### src/rtl/mic_pkg.sv
/*
 * Shared constants and types for the microcontroller interrupt controller.
 * Assumes a single 200 MHz clock and an AXI4-Lite master with 32-bit data.
 */
package mic_pkg;

    // Register indices; the byte address on the bus is four times the index.
    localparam logic [7:0]  IDX_GIE_EN   = 8'h20;
    localparam logic [7:0]  IDX_EP_EN    = 8'h21;
    localparam logic [7:0]  IDX_PEND     = 8'h30;
    localparam logic [7:0]  IDX_GPIO_POL = 8'h31;
    localparam logic [7:0]  IDX_PSC      = 8'hFF;
    localparam int          ADDR_W       = 12;

    // Implemented bits of the two enable registers; reset value of both.
    localparam logic [7:0]  GIE_EN_MASK  = 8'h6F;
    localparam logic [7:0]  EP_EN_MASK   = 8'h1F;
    localparam logic [7:0]  EN_RESET     = 8'h00;
    localparam int          PSC_PEND_BIT = 7;
    localparam int          PSC_GIE_BIT  = 2;
    localparam int          DAC_EN_BIT   = 16;

    // Source numbering: index k is vector k+1, lower index wins.
    localparam int          NSRC         = 12;
    localparam int          GPIO_N       = 11;
    localparam int          SRC_W        = 4;

    // Acknowledge timing in clock-enabled cycles, and vector layout.
    localparam logic [3:0]  CALL_CYC     = 4'hA;
    localparam logic [3:0]  JMP_CYC      = 4'h5;
    localparam logic [15:0] RESET_PC     = 16'h0000;
    localparam logic [15:0] VEC_BASE     = 16'h0002;

    // Periodic timers: periods in microseconds (1.024 ms written as 1024 us).
    localparam int          CLK_MHZ      = 200;
    localparam int          T128_US      = 128;
    localparam int          T1MS_US      = 1024;
    localparam int          T128_CYC     = T128_US * CLK_MHZ;
    localparam int          T1MS_CYC     = T1MS_US * CLK_MHZ;
    localparam int          TMR_W        = 18;

    localparam logic [1:0]  RESP_OKAY    = 2'h0;
    localparam logic [1:0]  RESP_DECERR  = 2'h3;

    typedef enum logic [1:0] {SEQ_IDLE, SEQ_CALL, SEQ_JUMP} mic_seq_t;

    typedef struct packed {
        logic                awvalid;
        logic [ADDR_W-1:0]   awaddr;
        logic                wvalid;
        logic [31:0]         wdata;
        logic [3:0]          wstrb;
        logic                bready;
        logic                arvalid;
        logic [ADDR_W-1:0]   araddr;
        logic                rready;
    } mic_axi_req_t;

    typedef struct packed {
        logic                awready;
        logic                wready;
        logic                bvalid;
        logic [1:0]          bresp;
        logic                arready;
        logic                rvalid;
        logic [31:0]         rdata;
        logic [1:0]          rresp;
    } mic_axi_rsp_t;

    typedef struct packed {
        mic_seq_t            seq;
        logic [3:0]          cnt;
        logic                gie;
        logic [NSRC-1:0]     pend;
        logic [7:0]          gie_en;
        logic [7:0]          ep_en;
        logic [GPIO_N-1:0]   gpio_pol;
        logic                dac_en;
        logic [15:0]         vec;
        logic                push;
        logic                restore;
        logic                hold;
        logic                se0_s1;
        logic                se0_s2;
        logic                se0_d;
        logic [GPIO_N-1:0]   gpio_s1;
        logic [GPIO_N-1:0]   gpio_s2;
        logic [GPIO_N-1:0]   gpio_d;
        logic [TMR_W-1:0]    t128;
        logic [TMR_W-1:0]    t1ms;
        logic                aw_v;
        logic [ADDR_W-1:0]   aw_a;
        logic                w_v;
        logic [31:0]         w_d;
        logic [3:0]          w_s;
        mic_axi_rsp_t        axi;
    } mic_state_t;

endpackage

### src/rtl/mic_irq_ctrl.sv
/*
 * Interrupt controller: pending flags, enable registers, priority select,
 * the forced-call sequence and the global enable of the CPU core.
 * Assumes the CPU reports instruction boundaries and the EI, DI and ISR_RETURN_OP
 * operations as one-cycle pulses on this clock, and advances only while
 * I_CE is high. USB SE0 and GPIO come from pins; other events are on-clock.
 * I_CE low also stalls the bus handshakes, so a master keeps it high then.
 */
// Function
// - Global enable register: bits 0-3,5,6 enable reset, timers, hub, GPIO, I2C.
// - Endpoint enable register: A0-A2 in bits 0-2, B0-B1 in bits 3-4.
// - Any reset clears every implemented enable bit of both registers.
// - Each source has a pending flag held until serviced or reset.
// - A pending source requests only while its enable bit is one.
// - Highest enabled pending request is taken only at an instruction boundary.
// - Acknowledge clears global enable, clears that pending flag, forces a call.
// - The forced call pushes program counter, carry and zero flags.
// - Return from interrupt restores PC and flags and sets global enable.
// - Enable and disable operations change only the global enable bit.
// - Global enable is readable as status register bit 2.
// - Pending requests are visible in status bit 7 while globally disabled.
// - Lower vector number wins; USB reset highest, I2C lowest.
// - Reset starts at 0x0000; vectors two bytes apart from 0x0002 to 0x0018.
// - Vectors 2-12: timers, endpoints A0-B1, hub, DAC, GPIO, I2C.
// - Latency is remaining instruction cycles plus 10 call plus 5 jump.
// - Timer sources fire every 128 us and every 1.024 ms.
// - GPIO fires on a pin edge toward its programmed polarity.
// - Hub fires on status change; nesting allowed once firmware re-enables.
// - Status pending flag is the OR of all pending flags, enabled or not; it clears once no flag remains pending.
// - Writes to the global enable view bit have no effect.
// - USB reset event is raised when the SE0 condition ends.
`timescale 1ns/1ps
`default_nettype none

module mic_irq_ctrl
    import mic_pkg::*;
#(
    parameter int P_T128_CYC = T128_CYC,                // 128 us timer period in clocks.
    parameter int P_T1MS_CYC = T1MS_CYC                 // 1.024 ms timer period in clocks.
)
(
    input  wire logic               I_CLK,              // 200 MHz clock.
    input  wire logic               I_RST_N,            // Asynchronous reset, active low.
    input  wire logic               I_CE,               // Clock enable; low freezes all state.
    input  wire mic_axi_req_t       I_AXI,              // AXI4-Lite request channels.
    output var mic_axi_rsp_t        O_AXI,              // AXI4-Lite response channels.
    input  wire logic               I_USB_SE0,          // Upstream SE0 pin level.
    input  wire logic [GPIO_N-1:0]  I_GPIO,             // GPIO pin levels.
    input  wire logic [4:0]         I_EP_EVT,           // Endpoint events A0,A1,A2,B0,B1.
    input  wire logic               I_HUB_EVT,          // Hub status change pulse.
    input  wire logic               I_DAC_EVT,          // DAC event pulse.
    input  wire logic               I_I2C_EVT,          // I2C unit event pulse.
    input  wire logic               I_INSTR_DONE,       // CPU instruction boundary.
    input  wire logic               I_OP_EI,            // Unmask-all operation executed.
    input  wire logic               I_OP_DI,            // Mask-all operation executed.
    input  wire logic               I_OP_ISR_RETURN_OP,          // Return-from-interrupt executed.
    output logic                    O_GIE,              // CPU global interrupt enable.
    output logic                    O_HOLD,             // CPU held for call and jump.
    output logic                    O_PUSH,             // Push PC, carry and zero flags.
    output logic                    O_RESTORE,          // Pop PC, carry and zero flags.
    output logic [15:0]             O_VECTOR            // Vector address of the call.
);

    mic_state_t            r;
    mic_state_t            n;
    logic [NSRC-1:0]       ev;
    logic [NSRC-1:0]       en_vec;
    logic [NSRC-1:0]       req;
    logic [NSRC-1:0]       clr;
    logic [SRC_W-1:0]      sel;
    logic                  ack_fire;
    logic                  gpio_evt;
    logic                  wr_fire;
    logic [7:0]            wr_idx;
    logic [7:0]            rd_idx;

    // Lowest-numbered request wins, so the scan runs downward.
    function automatic logic [SRC_W-1:0] pick(input logic [NSRC-1:0] v);
        logic [SRC_W-1:0] k;
        k = '0;
        for (int i = NSRC - 1; i >= 0; i--)
        begin
            if (v[i])
            begin
                k = SRC_W'(i);
            end
        end
        return k;
    endfunction

    // Register read mux; unlisted bits read as zero.
    function automatic logic [31:0] rd_val(input mic_state_t s, input logic [7:0] idx);
        logic [31:0] v;
        v = '0;
        unique case (idx)
            IDX_GIE_EN:   v[7:0] = s.gie_en;
            IDX_EP_EN:    v[7:0] = s.ep_en;
            IDX_PEND:     v[NSRC-1:0] = s.pend;
            IDX_GPIO_POL:
            begin
                v[GPIO_N-1:0] = s.gpio_pol;
                v[DAC_EN_BIT] = s.dac_en;
            end
            IDX_PSC:
            begin
                v[PSC_PEND_BIT] = |s.pend;
                v[PSC_GIE_BIT]  = s.gie;
            end
            default:      v = '0;
        endcase
        return v;
    endfunction

    function automatic logic addr_ok(input logic [ADDR_W-1:0] a);
        logic [7:0] i;
        i = a[9:2];
        return (a[ADDR_W-1:10] == '0) && (i == IDX_GIE_EN || i == IDX_EP_EN ||
               i == IDX_PEND || i == IDX_GPIO_POL || i == IDX_PSC);
    endfunction

    // Event sources: SE0 end, pin edges toward polarity, and the two timers.
    always_comb
    begin
        gpio_evt = |((r.gpio_s2 ^ r.gpio_d) & ~(r.gpio_s2 ^ r.gpio_pol));
        ev       = {I_I2C_EVT, gpio_evt, I_DAC_EVT, I_HUB_EVT, I_EP_EVT,
                    (r.t1ms == TMR_W'(P_T1MS_CYC - 1)),
                    (r.t128 == TMR_W'(P_T128_CYC - 1)),
                    (r.se0_d & ~r.se0_s2)};
        en_vec   = {r.gie_en[6], r.gie_en[5], r.dac_en, r.gie_en[3],
                    r.ep_en[4:0], r.gie_en[2:0]};
        req      = r.pend & en_vec;
        sel      = pick(req);
        ack_fire = (r.seq == SEQ_IDLE) && r.gie && (|req) && I_INSTR_DONE;
        clr      = ack_fire ? (NSRC'(1) << sel) : '0;
        wr_fire  = r.aw_v && r.w_v && !r.axi.bvalid;
        wr_idx   = r.aw_a[9:2];
        rd_idx   = I_AXI.araddr[9:2];
    end

    // Next-state logic for the whole block.
    always_comb
    begin
        n         = r;
        n.push    = 1'b0;
        n.restore = 1'b0;

        // Two-flop synchronisers for the pins, then one delay for edges.
        n.se0_s1  = I_USB_SE0;
        n.se0_s2  = r.se0_s1;
        n.se0_d   = r.se0_s2;
        n.gpio_s1 = I_GPIO;
        n.gpio_s2 = r.gpio_s1;
        n.gpio_d  = r.gpio_s2;

        // Free-running timers; enable gates the request, not the count.
        // That saves a restart path, but the first event after an enable may come early.
        n.t128 = (r.t128 == TMR_W'(P_T128_CYC - 1)) ? '0 : r.t128 + 1'b1;
        n.t1ms = (r.t1ms == TMR_W'(P_T1MS_CYC - 1)) ? '0 : r.t1ms + 1'b1;

        // Set wins over clear, and a repeat merges into the held flag.
        n.pend = (r.pend & ~clr) | ev;

        // Global enable: DI and EI touch nothing else; ISR_RETURN_OP also pulses restore.
        if (I_OP_DI)
        begin
            n.gie = 1'b0;
        end
        if (I_OP_EI)
        begin
            n.gie = 1'b1;
        end
        if (I_OP_ISR_RETURN_OP)
        begin
            n.gie     = 1'b1;
            n.restore = 1'b1;
        end

        // Acknowledge sequence: call phase, then the vector-table jump.
        unique case (r.seq)
            SEQ_IDLE:
            begin
                if (ack_fire)
                begin
                    n.gie  = 1'b0;
                    n.push = 1'b1;
                    n.hold = 1'b1;
                    n.vec  = VEC_BASE + {11'h000, sel, 1'b0};
                    n.cnt  = CALL_CYC - 4'h1;
                    n.seq  = SEQ_CALL;
                end
            end
            SEQ_CALL:
            begin
                n.cnt = r.cnt - 4'h1;
                if (r.cnt == 4'h0)
                begin
                    n.cnt = JMP_CYC - 4'h1;
                    n.seq = SEQ_JUMP;
                end
            end
            SEQ_JUMP:
            begin
                n.cnt = r.cnt - 4'h1;
                if (r.cnt == 4'h0)
                begin
                    n.hold = 1'b0;
                    n.seq  = SEQ_IDLE;
                end
            end
        endcase

        // Write address and data are taken in either order.
        if (I_AXI.awvalid && r.axi.awready)
        begin
            n.aw_v = 1'b1;
            n.aw_a = I_AXI.awaddr;
        end
        if (I_AXI.wvalid && r.axi.wready)
        begin
            n.w_v = 1'b1;
            n.w_d = I_AXI.wdata;
            n.w_s = I_AXI.wstrb;
        end
        if (r.axi.bvalid && I_AXI.bready)
        begin
            n.axi.bvalid = 1'b0;
        end
        if (wr_fire)
        begin
            n.aw_v       = 1'b0;
            n.w_v        = 1'b0;
            n.axi.bvalid = 1'b1;
            n.axi.bresp  = addr_ok(r.aw_a) ? RESP_OKAY : RESP_DECERR;
            if (addr_ok(r.aw_a) && r.w_s[0])
            begin
                // The status register view of the enable is read-only.
                unique case (wr_idx)
                    IDX_GIE_EN:   n.gie_en = r.w_d[7:0] & GIE_EN_MASK;
                    IDX_EP_EN:    n.ep_en  = r.w_d[7:0] & EP_EN_MASK;
                    default:      n.gie_en = n.gie_en;
                endcase
            end
            if (addr_ok(r.aw_a) && wr_idx == IDX_GPIO_POL)
            begin
                if (r.w_s[0])
                begin
                    n.gpio_pol[7:0] = r.w_d[7:0];
                end
                if (r.w_s[1])
                begin
                    n.gpio_pol[GPIO_N-1:8] = r.w_d[GPIO_N-1:8];
                end
                if (r.w_s[2])
                begin
                    n.dac_en = r.w_d[DAC_EN_BIT];
                end
            end
        end

        // Read answers one cycle after the address is taken.
        if (r.axi.rvalid && I_AXI.rready)
        begin
            n.axi.rvalid = 1'b0;
        end
        if (I_AXI.arvalid && r.axi.arready)
        begin
            n.axi.rvalid = 1'b1;
            // An unmapped word reads as zero, whatever its index bits hold.
            n.axi.rdata  = addr_ok(I_AXI.araddr) ? rd_val(r, rd_idx) : '0;
            n.axi.rresp  = addr_ok(I_AXI.araddr) ? RESP_OKAY : RESP_DECERR;
        end

        // Ready flags are registered so that every output is a flop.
        n.axi.awready = !n.aw_v;
        n.axi.wready  = !n.w_v;
        n.axi.arready = !n.axi.rvalid;
    end

    // State register; reset clears every enable and flag but sets the three ready flags.
    always_ff @(posedge I_CLK or negedge I_RST_N)
    begin
        if (!I_RST_N)
        begin
            r             <= '0;
            r.seq         <= SEQ_IDLE;
            r.gie_en      <= EN_RESET;
            r.ep_en       <= EN_RESET;
            r.vec         <= RESET_PC;
            r.axi.awready <= 1'b1;
            r.axi.wready  <= 1'b1;
            r.axi.arready <= 1'b1;
        end
        else if (I_CE)
        begin
            r <= n;
        end
    end

    assign O_AXI     = r.axi;
    assign O_GIE     = r.gie;
    assign O_HOLD    = r.hold;
    assign O_PUSH    = r.push;
    assign O_RESTORE = r.restore;
    assign O_VECTOR  = r.vec;

    // Helper: counts enabled cycles of one hold period.
    logic [4:0] hold_len;
    always_ff @(posedge I_CLK or negedge I_RST_N)
    begin
        if (!I_RST_N)
        begin
            hold_len <= '0;
        end
        else if (I_CE)
        begin
            hold_len <= r.hold ? hold_len + 5'h01 : 5'h00;
        end
    end
endmodule

`default_nettype wire

### config.mk
export PLATFORM = sky130hd
export DESIGN_NAME = mic_irq_ctrl
export DESIGN_NICKNAME = d
export VERILOG_FILES = /design/src/rtl/mic_pkg.sv /design/src/rtl/mic_irq_ctrl.sv
export SDC_FILE = /design/constraint.sdc
export NUM_CORES = 1
export LEC_CHECK = 0
export ABC_CLOCK_PERIOD_IN_PS = 3800
export BUFFER_PORTS_ARGS = -buffer_cell sky130_fd_sc_hd__buf_2
export CAP_MARGIN = 20
export CORE_MARGIN = 4
export CORE_UTILIZATION = 50
export CTS_CLUSTER_SIZE = 10
export DETAILED_ROUTE_END_ITERATION = 8
export GPL_TIMING_DRIVEN = 0
export PLACE_DENSITY_LB_ADDON = 0.12
export SLEW_MARGIN = 25
export SYNTH_ARGS = -nofsm -noshare
export SYNTH_HDL_FRONTEND = slang
export SYNTH_SLANG_ARGS = --single-unit
### constraint.sdc
create_clock -name I_CLK -period 3.8 [get_ports I_CLK]
set_input_delay 0.19 -clock I_CLK [delete_from_list [all_inputs] [get_ports I_CLK]]
set_output_delay 0.19 -clock I_CLK [all_outputs]
set_load 0.01 [all_outputs]
## Word-level counts from Yosys, hierarchy flattened

Cells that the tools add are included.

- Shift-type cells: 1
- $add $sub $neg: 4
- Reduce and logical (&&, ||, !) cells: 49
- Muxes and demuxes: 47
- Bitwise gates (word level): 10
- Equal/unequal tests: 17

Operators with widths:

| operator | count |
|---|---|
| $eq 8x6->1 const B | 8 |
| $mux 4 | 12 |
| $mux 37 | 1 |
| $add 18x1->18 const B | 2 |
| $mux 18 | 2 |
| $mux 35 | 1 |
| $reduce_and 4->1 | 7 |
| $and 12x12->12 | 2 |
| $reduce_or 12->1 | 2 |
| $xor 11x11->11 | 2 |
| $eq 18x15->1 const B | 1 |
| $eq 18x18->1 const B | 1 |
| $pmux 6 s3 | 1 |
| $mux 17 | 1 |
| $eq 8x8->1 const B | 2 |
| $pmux 4 s4 | 1 |
| $mux 1 | 15 |
| $logic_and 1x1->1 | 14 |
| $mux 13 | 1 |
| $mux 12 | 1 |
| $not 12->12 | 1 |
| $or 12x12->12 | 1 |
| $reduce_and 2->1 | 6 |
| $shl 1x4->12 const A | 1 |
| other kinds (25) | 42 |

- Register bits after elaboration: 214
- Input bits: 92
- Logic and storage cells: 162
- Output and inout port bits: 61

## Depth between registers and ports, before layout

Gate-level depths: netlist of the first run.

- Word-level depth: 18
- Depth in mapped cells: 10
- Gate-level depth less buffers: 10

## Least setup slack after synthesis of the first run

No wires, ideal clock.

- Path type: register to register
- Start: reg r[211] (netlist name)
- End: reg r[217] (netlist name)
- Setup slack: 1.747 ns
- Setup time: 0.121 ns
- Data arrival time: 1.932 ns
- Stages on the path, launching flop included: 11
- Cells stage by stage: dfrtp_1 a22oi_1 and3_1 a211o_1 a31oi_1 ha_1 ha_1 inv_1 nor2_1 o21ai_0 a22o_1

- Cells in the longest elaborated chain, start to end: 8
- Elaborated cells between the ends (all ways): 11

RTL lines:

| item | line | source |
|---|---|---|
| from (decl) | mic_irq_ctrl.sv:64 | `mic_state_t r;` |
| from (signal assigned) | mic_irq_ctrl.sv:295 | `r <= n;` |
| $and 12x12->12 (*) | mic_irq_ctrl.sv:131 | `req = r.pend & en_vec;` |
| $reduce_or 12->1 or $mux 4 (tied branches) | mic_irq_ctrl.sv:133, mic_irq_ctrl.sv:83 |  |
| $logic_and 1x1->1 or $mux 4 (tied branches) | mic_irq_ctrl.sv:133, mic_irq_ctrl.sv:83 |  |
| $logic_and 1x1->1 or $shl 1x4->12 (tied branches) | mic_irq_ctrl.sv:133, mic_irq_ctrl.sv:134 |  |
| $mux 12 (*) | mic_irq_ctrl.sv:134 | `clr = ack_fire ? (NSRC'(1) << sel) : '0;` |
| $not 12->12 (*) | mic_irq_ctrl.sv:161 | `n.pend = (r.pend & ~clr) \| ev;` |
| $and 12x12->12 (*) | mic_irq_ctrl.sv:161 |  |
| $or 12x12->12 (*) | mic_irq_ctrl.sv:161 |  |

Mark *: on every way between the ends. The rest lies on a longest branch, timed or not.
A chain may end at the register's enable or synchronous reset.

## Worst setup path after layout of the first run

- Start: reg r[213] (netlist name)
- End: reg r[217] (netlist name)

- Cells in the longest elaborated chain, start to end: 10
- Elaborated cells between the ends (all ways): 13

RTL lines:

| item | line | source |
|---|---|---|
| $and 12x12->12 (*) | mic_irq_ctrl.sv:131 |  |
| $mux 4 (4 in a row) | mic_irq_ctrl.sv:83 | `if (v[i])` |
| $shl 1x4->12 | mic_irq_ctrl.sv:134 |  |
| $mux 12 (*) | mic_irq_ctrl.sv:134 |  |
| $not 12->12 (*) | mic_irq_ctrl.sv:161 |  |
| $and 12x12->12 (*) | mic_irq_ctrl.sv:161 |  |
| $or 12x12->12 (*) | mic_irq_ctrl.sv:161 |  |

Marks and branches as above.

==> flow_summary.ini, run 1 <==
[status]
outcome = finished, final reports clean

[job]
maxCapViolCount = 0

[sta]
post-route-worst-setup-slack_ps = 1310
slew_viol_final = 0
worst_clock_skew_ps = 6.242
timing.max_slew.rel_slack_pct = 49.36
setup_viol_count_final = 0
layout_worst_path_cycle_share_pct = 65.52
worst_pin_slew_ps = 759.5
final.min_clock_period_ps = 2490
total_negative_slack_ps = 0
rsz0062_at_grt = false
timing_limited_maximum_frequency_mhz = 401.6
timing.final.hold_violations = 0

[drt]
ant_nets = 0
wire_per_inst_um = 16.91
drc = 0
mean_number_of_vias_per_cell = 5.307
via_count = 6018
drt-initial-drc-count = 378
routed_wl_um = 19180
first_pass_iters = 5

[finish]
fillerInstances = 1284
drive_gt1_share_pct = 31.59
final_core_util_pct = 63.84
diode_insertion_count_for_antenna_repair = 0
areaGrowthSynthToFinish_pct = 23.91
seq_area_um2 = 4233
multi_input_comb_area_um2 = 3568
final_cell_mix = dfrtp_1, buf_2, mux2_2, buf_4, nand2_1
most_common_cell_after_layout_fill_and_taps_aside = dfrtp_1
fin_cells = 1134
nets = 1010

[power_and_ir_drop]
total_switching_power_mw = 1.452
finalPower_mw = 5.214
switching_power_share_of_the_total_pct = 27.85
vdd.ir_drop.worst_v = 0.0003645
share_seq_of_total_power_pct = 46.2
power_report.internal_total_mw = 3.762
powerDensity_nw_per_um2 = 508.7
power.combinational.fraction_pct = 18.5
leakage_nw = 4.848
clock_power_share_pct = 35.3

[clock_tree]
cts_tree = done
post-cts-setup-buffer-count = 0
htree_num_levels = 4
cts_resized = 0
cts_buffers = 17
clk_slew_on_worst_s_h_paths_ps = 60
cts_buffer_depth = 2
clkLatencyLatePin_ps = 430
tritoncts_num_sinks = 169
ctsHoldBuffers = 44
cts-root-buf = clkbuf_16

[min_path]
worstHoldPathType = in -> reg

[floorplan]
effective_utilization_at_floorplan_pct = 51.52
boundaryPins = 153
fp.dieH_um = 136.6
die_width_um = 136.6
fp-row-count = 46
placeable_area_um2 = 16060
floorplan.die_area_um2 = 18670

[synth]
synth_sequential_area_ratio_pct = 51.16
yosysUniqueCellTypes = 66
synth_simple_gate_area_share_pct = 14.35
netlist_instances = 715
main_combinational_cell_family_by_area_after_synthesis = simple AND/OR/NAND/NOR gates
synth_compound_gate_area_share_pct = 8.651
ys_warn_count = 0
avgSynthCellArea_um2 = 11.57
share_of_synthesized_area_spent_on_multiplexers_pct = 13.52
synth.ff_latch_count = 169
post_synth_instance_area_um2 = 8273
most_used_flip_flop_cell_after_synthesis = dfrtp_1
post_synth_xor_area_fraction_pct = 3.282
edff_count_synth = 0
synth-async-reset-ratio_pct = 100.0
synth-adder-area-share_pct = 1.966

[setup_path]
worst_path_largest_cell_delay_ps = 460
timing.critical_path.required_ps = 4120
timing.setup.critical_path_class = reg -> reg
worst_path_max_delay_cell = dfrtp_1
timing.critical_path.from_type = flop
path_buf_inv = 1
critical_path_maximum_fanout = 5
crit_chain = a22oi_1 -> and3_1 -> a211o_1 -> a31oi_1 -> ha_1 -> ha_1 -> inv_1 -> nor2_1 -> o21ai_0 -> a22o_1
timing.critical_path.max_delay_family = compound AO/OA/AOI/OAI gates
worst_setup_path_end_kind = flop
worst_ep_arrival_time_ps = 2810
critical_path.most_common_cell = ha_1

[global_route]
first_global_vias = 6134
grt_first_pass_wirelength_um = 30630
grt_max_degree = 101
grt_overflow = 0
antenna_found_initial = 0
grt.total_usage_pct = 21.10

[placement]
placement.io_buffers = 97
place.gp.congestion = 0.9197
post-dp-hpwl_um = 13950
pre_cts_slack_ps = 1389
placedCellCount = 1058
==> synthesized netlist by cell type (all sizes together) (3+ instances only) <==
cell     instances  area [um^2]
a21o             3        22.52
a21oi           17        85.08
a22o            24        210.2
a22oi            5        37.54
a31oi            6        52.55
a32o             4        40.04
and2             4        25.03
and3             9        56.30
buf             67        471.7
clkbuf           8        30.03
dfrtp          166         4154
dfstp            3        78.83
ha              13        162.7
inv             21        78.82
mux2            88        991.0
mux2i            6        60.06
mux4             3        67.56
nand2           53        198.9
nand2b          15        93.84
nand3           23        125.1
nand3b          13        97.59
nand4           16        100.1
nor2            33        126.4
nor2b            4        25.02
nor3             9        56.31
nor4            12        123.9
nor4b            4        56.30
o21ai           27        135.1
o2bb2ai          3        26.28
o31ai            3        27.52
xnor2           17        148.9
xor2            14        122.6
==> state kept, by name, summed over array words and instances, names as in the netlist <==
signal,count
O_RESTORE,1
O_GIE,1
O_AXI,20
en_vec,12
O_HOLD,1
O_PUSH,1
n,24
r,104
O_VECTOR,5
==> power groups by stage <==
stage / Clock, mW / Sequential [mW] / Combinational [mW]
after floorplan: 0 / 2.34 / 0.692
after global routing: 1.95 / 2.45 / 1.07
after CTS: 1.88 / 2.40 / 0.969
after detailed placement: 0 / 2.44 / 0.931
final: 1.84 / 2.41 / 0.963
after global placement: 0 / 2.41 / 0.884
==> stage by stage <==
stage	area (um^2)	hold slack, ps
finish	10250	11.40
global route	10250	20.35
CTS	10250	3.324
detailed placement	9175	190.7
global placement	9138	423.0
floorplan	8382	-105.6
==> per-layer routing <==
metal / GRT usage [%] / wire length, um
met1: 27.31 / 8448
met2: 34.67 / 9183
met3: 4.301 / 1068
met4: 8.903 / 474
met5: 0 / 0
==> worst paths after layout <==
kind                       depth (start not counted)      start       end  slack (ps)
setup / recovery                                  10     r[213]    r[217]        1310
hold / removal                                     2  I_AXI[24]     r[50]          10
setup reg to reg                                  10     r[213]    r[217]        1310
hold reg to reg                                    1     O_PUSH    O_PUSH         490
max in group asynchronous                          3    I_RST_N     r[92]        2650
min in group asynchronous                          2    I_RST_N  O_AXI[4]         300
==> worst reg2reg max path, cell delays in order, from the launching register on <==
cell and delay [ps]:
dfrtp_1 460, a22oi_1 200, and3_1 240, a211o_1 230, a31oi_1 460, ha_1 260
ha_1 140, inv_1 40, nor2_1 80, o21ai_0 100, a22o_1 180
==> kinds of logic after synthesis <==
kind of cell | count (synthesis)
mux | 97
flops | 169
compound gates | 101
xor+xnor | 31
other cells | 1
buf+inv | 96
fa+ha+maj | 13
simple gates | 207
==> layout make-up <==
cell class                      count  share of cell area, %
Buffer                             75                  4.894
Clock inverter                     14                  1.916
Tap cell                          216                  2.636
Inverter                           21                 0.7689
Multi-Input combinational cell    479                  34.81
Sequential cell                   169                  41.29
Clock buffer                       18                  4.284
Timing Repair Buffer              142                  9.398
Note: power is estimated with default switching activity, not from simulation.
==> run 2, diff against run 1 <==
--- a/config.mk
+++ b/config.mk
@@ -5,7 +5,8 @@
 export SDC_FILE = /design/constraint.sdc
 export NUM_CORES = 1
 export LEC_CHECK = 0
-export ABC_CLOCK_PERIOD_IN_PS = 3800
+export ABC_AREA = 1
+export ABC_CLOCK_PERIOD_IN_PS = 2350
 export BUFFER_PORTS_ARGS = -buffer_cell sky130_fd_sc_hd__buf_2
 export CAP_MARGIN = 20
 export CORE_MARGIN = 4
==> constraint.sdc (replaced) <==
create_clock -name I_CLK -period 2.35 [get_ports I_CLK]
set_input_delay 0.1175 -clock I_CLK [delete_from_list [all_inputs] [get_ports I_CLK]]
set_output_delay 0.1175 -clock I_CLK [all_outputs]
set_load 0.01 [all_outputs]
==> flow_summary.ini, run 2 <==
[job]
maxCapViolCount = 0

[synth]
post_synth_xor_area_fraction_pct = 1.537
post_synth_instance_area_um2 = 8548
netlist_instances = 1029
ys_warn_count = 0
avgSynthCellArea_um2 = 8.307
most_used_flip_flop_cell_after_synthesis = dfrtp_1
main_combinational_cell_family_by_area_after_synthesis = simple AND/OR/NAND/NOR gates
edff_count_synth = 0
share_of_synthesized_area_spent_on_multiplexers_pct = 1.713
synth.top_cell.area_share_pct = 48.59
synth_compound_gate_area_share_pct = 9.060
synth-adder-area-share_pct = 1.903
synth_sequential_area_ratio_pct = 49.52
synth-async-reset-ratio_pct = 100.0
synthDominantAreaCellType = dfrtp_1
yosys-top-cells-count = nand2_1, dfrtp_1, inv_1, o21ai_0, buf_4
most_common_cell_in_the_netlist = nand2_1
synth_simple_gate_area_share_pct = 24.94
synth_area_leaders = dfrtp_1, nand2_1, buf_4
yosysUniqueCellTypes = 50
synth.ff_latch_count = 169

[setup_path]
reg2reg_from = r[220]
timing.critical_path.from_type = flop
critical_path_maximum_fanout = 4
worstSetupEndpoint = r[220]
worst_ep_arrival_time_ps = 2390
r2r_end = r[220]
timing.critical_path.required_ps = 2660
worst_setup_path_end_kind = flop
worstRegToRegCells = 9
timing.setup.critical_path_class = reg -> reg
critPathLaunch = r[220]
worst-r2r-setup-slack_ps = 270

[finish]
diode_insertion_count_for_antenna_repair = 0
areaGrowthSynthToFinish_pct = 23.38
drive_gt1_share_pct = 19.11
regMostFlops = r
fin_cells = 1460
nets = 1332
design_area_um2 = 10550
final_cell_mix = nand2_1, dfrtp_1, inv_1, buf_2, o21ai_0
flip_flop_count_of_the_largest_register_all_copies_and_words_added = 104
most_common_cell_after_layout_fill_and_taps_aside = nand2_1

[floorplan]
floorplan.die_area_um2 = 19250
fp.dieH_um = 138.8
fp-row-count = 47
die_width_um = 138.8
boundaryPins = 153
effective_utilization_at_floorplan_pct = 51.36
placeable_area_um2 = 16640

[clock_tree]
cts-root-buf = clkbuf_16
htree_num_levels = 4
post-cts-setup-buffer-count = 0
cts_tree = done
cts_buffers = 17
clkLatencyLatePin_ps = 420
clk_slew_on_worst_s_h_paths_ps = 60
tritoncts_num_sinks = 169
cts_buffer_depth = 2

[drt]
drc = 0
drt-initial-drc-count = 412
first_pass_iters = 5
mean_number_of_vias_per_cell = 4.880
via_count = 7125
wire_per_inst_um = 13.90
ant_nets = 0
routed_wl_um = 20300

[power_and_ir_drop]
vdd.ir_drop.worst_v = 0.0005450
finalPower_mw = 7.745
leakage_nw = 5.456
powerDensity_nw_per_um2 = 734.4

[sta]
timing_limited_maximum_frequency_mhz = 480.7
slew_viol_final = 0
timing.max_slew.rel_slack_pct = 56.91
worst_clock_skew_ps = 6.651
timing.final.hold_violations = 0
worst_pin_slew_ps = 646.3
post-route-worst-setup-slack_ps = 269.5
final.min_clock_period_ps = 2080
setup_viol_count_final = 0
layout_worst_path_cycle_share_pct = 88.53
total_negative_slack_ps = 0
rsz0062_at_grt = false

[placement]
place.gp.congestion = 0.8836
placedCellCount = 1377
postPlaceCellArea_um2 = 9483
placement.io_buffers = 97
post-dp-hpwl_um = 14910
pre_cts_slack_ps = 307.6

[min_path]
worstHoldPathType = in -> reg

[global_route]
grt_max_degree = 61
grt_overflow = 0
antenna_found_initial = 0
grt.total_usage_pct = 21.80
grt_first_pass_wirelength_um = 34310
first_global_vias = 6850

[status]
outcome = finished, final reports clean
run 2: where the power goes:
part	total, mW	switching (mW)	internal [mW]
Combinational	1.35	0.755	0.590
Clock	2.60	1.14	1.46
Sequential	3.80	0.416	3.38
run 2: layout make-up:
type | count | area (um^2)
Buffer | 79 | 518.0
Timing Repair Buffer | 150 | 1061
Fill cell | 1484 | 6096
Sequential cell | 169 | 4233
Inverter | 119 | 446.7
Tap cell | 220 | 275.3
Clock inverter | 11 | 72.57
Multi-Input combinational cell | 691 | 3460
Clock buffer | 21 | 480.5
run 2: critical path: stages (launching register included):
cell	delay (ps)
dfrtp_1	440
nand2_1	90
nand2_1	100
a31oi_1	90
or2_2	300
a21oi_1	300
ha_1	250
nand3_1	110
o21ai_0	210
nand2_1	70
run 2: metrics by stage:
stage	hold slack (ps)	utilization, %
final	67.53	63.37
after global routing	72.26	63.37
after CTS	50.80	63.37
after detailed placement	76.53	56.98
after global placement	316.2	56.59
after floorplan	-178.1	-
run 2: worst min-delay path by stage:
stage,startpoint,to,slack (ps),cells past startpoint
global route,I_AXI[11],O_AXI[7],70,4
detailed placement,I_RST_N,r[88],80,1
finish,I_AXI[11],O_AXI[8],70,4
floorplan,I_RST_N,O_AXI[0],-180,0
CTS,I_AXI[11],O_AXI[8],50,4
global placement,I_AXI[56],r[82],320,3
run 2: kinds of logic (layout without fill, tap and decap cells):
logic type	Yosys count	after routing
other cells	1	30
compound gates	136	136
xor+xnor	15	15
flops	169	169
fa+ha+maj	13	13
buf+inv	198	380
simple gates	484	484
mux	13	13
run 2: layer usage:
layer | global-route usage, % | share of wire (%)
met1 | 30.51 | 47
met2 | 34.20 | 46
met3 | 5.276 | 5.1
met4 | 6.231 | 1.8
met5 | 0 | 0
run 2: what timing repair did:
item	4_1_cts	5_1_grt
hold buffers	51	0
resized for setup	0	0
endpoints found under the hold margin	108	0
==> run 3, diff against run 2 <==
--- a/config.mk
+++ b/config.mk
@@ -5,10 +5,10 @@
 export SDC_FILE = /design/constraint.sdc
 export NUM_CORES = 1
 export LEC_CHECK = 0
-export ABC_AREA = 1
 export ABC_CLOCK_PERIOD_IN_PS = 2350
 export BUFFER_PORTS_ARGS = -buffer_cell sky130_fd_sc_hd__buf_2
 export CAP_MARGIN = 20
+export CORE_ASPECT_RATIO = 0.6
 export CORE_MARGIN = 4
 export CORE_UTILIZATION = 50
 export CTS_CLUSTER_SIZE = 10
==> flow_summary.ini, run 3 (same netlist as run 1, synthesis figures left out) <==
[power_and_ir_drop]
powerDensity_nw_per_um2 = 818.1
finalPower_mw = 8.440
vdd.ir_drop.worst_v = 0.0004448
leakage_nw = 4.878

[clock_tree]
htree_num_levels = 4
cts_buffers = 17
clk_slew_on_worst_s_h_paths_ps = 70
cts_tree = done
clkLatencyLatePin_ps = 430
post-cts-setup-buffer-count = 0
cts-root-buf = clkbuf_16
tritoncts_num_sinks = 169
cts_buffer_depth = 2

[drt]
via_count = 6083
wire_per_inst_um = 17.33
mean_number_of_vias_per_cell = 5.369
ant_nets = 0
routed_wl_um = 19640
drt-initial-drc-count = 403
drc = 0
first_pass_iters = 5

[sta]
setup_viol_count_final = 0
rsz0062_at_grt = false
layout_worst_path_cycle_share_pct = 94.87
timing_limited_maximum_frequency_mhz = 448.5
final.min_clock_period_ps = 2230
worst_clock_skew_ps = 7.800
hold_ws_ps = 18.09
worst_pin_slew_ps = 747.9
timing.max_slew.rel_slack_pct = 50.14
total_negative_slack_ps = 0
slew_viol_final = 0
timing.final.hold_violations = 0

[setup_path]
timing.critical_path.required_ps = 2670
reg2reg_from = r[220]
critPathLaunch = r[220]
r2r_end = O_VECTOR[3]
worstSetupEndpoint = O_VECTOR[3]
timing.setup.critical_path_class = reg -> reg
worstRegToRegCells = 7
critical_path_maximum_fanout = 5
worst_setup_path_end_kind = flop
worst-r2r-setup-slack_ps = 120
worst_ep_arrival_time_ps = 2550
timing.critical_path.from_type = flop

[min_path]
worstHoldPathType = in -> reg

[job]
maxCapViolCount = 0

[finish]
most_common_cell_after_layout_fill_and_taps_aside = dfrtp_1
drive_gt1_share_pct = 31.93
final_cell_mix = dfrtp_1, buf_2, mux2_2, buf_4, nand2_1
flip_flop_count_of_the_largest_register_all_copies_and_words_added = 104
final_core_util_pct = 63.62
areaGrowthSynthToFinish_pct = 24.70
nets = 1016
regMostFlops = r
diode_insertion_count_for_antenna_repair = 0
fillerInstances = 1290
fin_cells = 1133

[floorplan]
effective_utilization_at_floorplan_pct = 51.02
floorplan.die_area_um2 = 18730
boundaryPins = 153
fp-row-count = 36
placeable_area_um2 = 16220
fp.dieH_um = 107.6
die_width_um = 174.1

[status]
outcome = finished, final reports clean

[placement]
placement.io_buffers = 97
place.gp.congestion = 0.8533
post-dp-hpwl_um = 14340
placedCellCount = 1051

[global_route]
grt_max_degree = 95
first_global_vias = 5950
antenna_found_initial = 0
grt_first_pass_wirelength_um = 31570
grt.total_usage_pct = 21.68
grt_overflow = 0
run 3: changes by cell type in the layout (fill, tap and decap cells not counted), moves of 12 or more:
cell	change
a22o_1	+21
inv_1	-96
mux2_1	+12
mux2_2	+63
nand2_1	-249
nand2b_1	+15
nand3_1	-36
nor2_1	-16
o21ai_0	-55
run 3: how the worst min path moves through the flow:
stage | cells after the start | endpoint | slack (ps) | startpoint
global placement | 2 | r[214] | 350 | I_EP_EVT[1]
finish | 4 | O_AXI[34] | 20 | I_AXI[0]
detailed placement | 1 | r[225] | 140 | I_RST_N
global route | 4 | O_AXI[34] | 30 | I_AXI[0]
floorplan | 0 | O_AXI[0] | -180 | I_RST_N
CTS | 4 | O_AXI[34] | 2 | I_AXI[0]
run 3: final cells by class:
| cell class | instances | area (um^2) | share of cell area (%) |
|---|---|---|---|
| inverter | 21 | 78.83 | 0.7641 |
| timing repair buffer | 148 | 1023 | 9.921 |
| buffer | 75 | 501.7 | 4.864 |
| tap | 209 | 261.5 | 2.535 |
| sequential | 169 | 4235 | 41.06 |
| clock buffer | 18 | 439.2 | 4.257 |
| multi-input combinational | 479 | 3593 | 34.83 |
| clock inverter | 14 | 182.7 | 1.771 |
run 3: power by group:
part | internal (mW) | total, mW | switching [mW]
Sequential | 3.44 | 3.92 | 0.472
Combinational | 0.832 | 1.56 | 0.725
Clock | 1.73 | 2.97 | 1.24
Total | 6.01 | 8.44 | 2.43
run 3: metrics by stage:
step           area [um^2]  worst slack, ps
4_1_cts              10290            7.292
2_1_floorplan         8382            296.6
6_report             10320            120.5
3_3_place_gp          9129            -1302
5_1_grt              10320            2.136
3_5_place_dp          9166           -93.74
run 3: worst max-delay path, stage by stage, from the launching register on:
cell     delay [ps]
dfrtp_1         430
nand2_1          80
a32o_1          270
a31oi_1         360
a31oi_4         190
ha_1            240
ha_1            280
mux2_2          270
run 3: what timing repair did:
item                       in CTS  in global routing
setup endpoints to repair       2                  2
pin swaps                       0                  1
hold endpoints to repair      121                  0
hold buffers                   50                  0
gates resized for setup         1                  5
run 3: layer usage:
| layer | wire length, um | global-route usage [%] | up-vias | share of wire, % |
|---|---|---|---|---|
| met2 | 8385 | 32.26 | 167 | 43 |
| met1 | 10030 | 31.87 | 3027 | 51 |
| met3 | 1078 | 5.756 | 15 | 5.5 |
| li1 | - | - | 2874 | - |
| met5 | 0 | 0 | - | 0 |
| met4 | 146 | 5.251 | 0 | 0.74 |
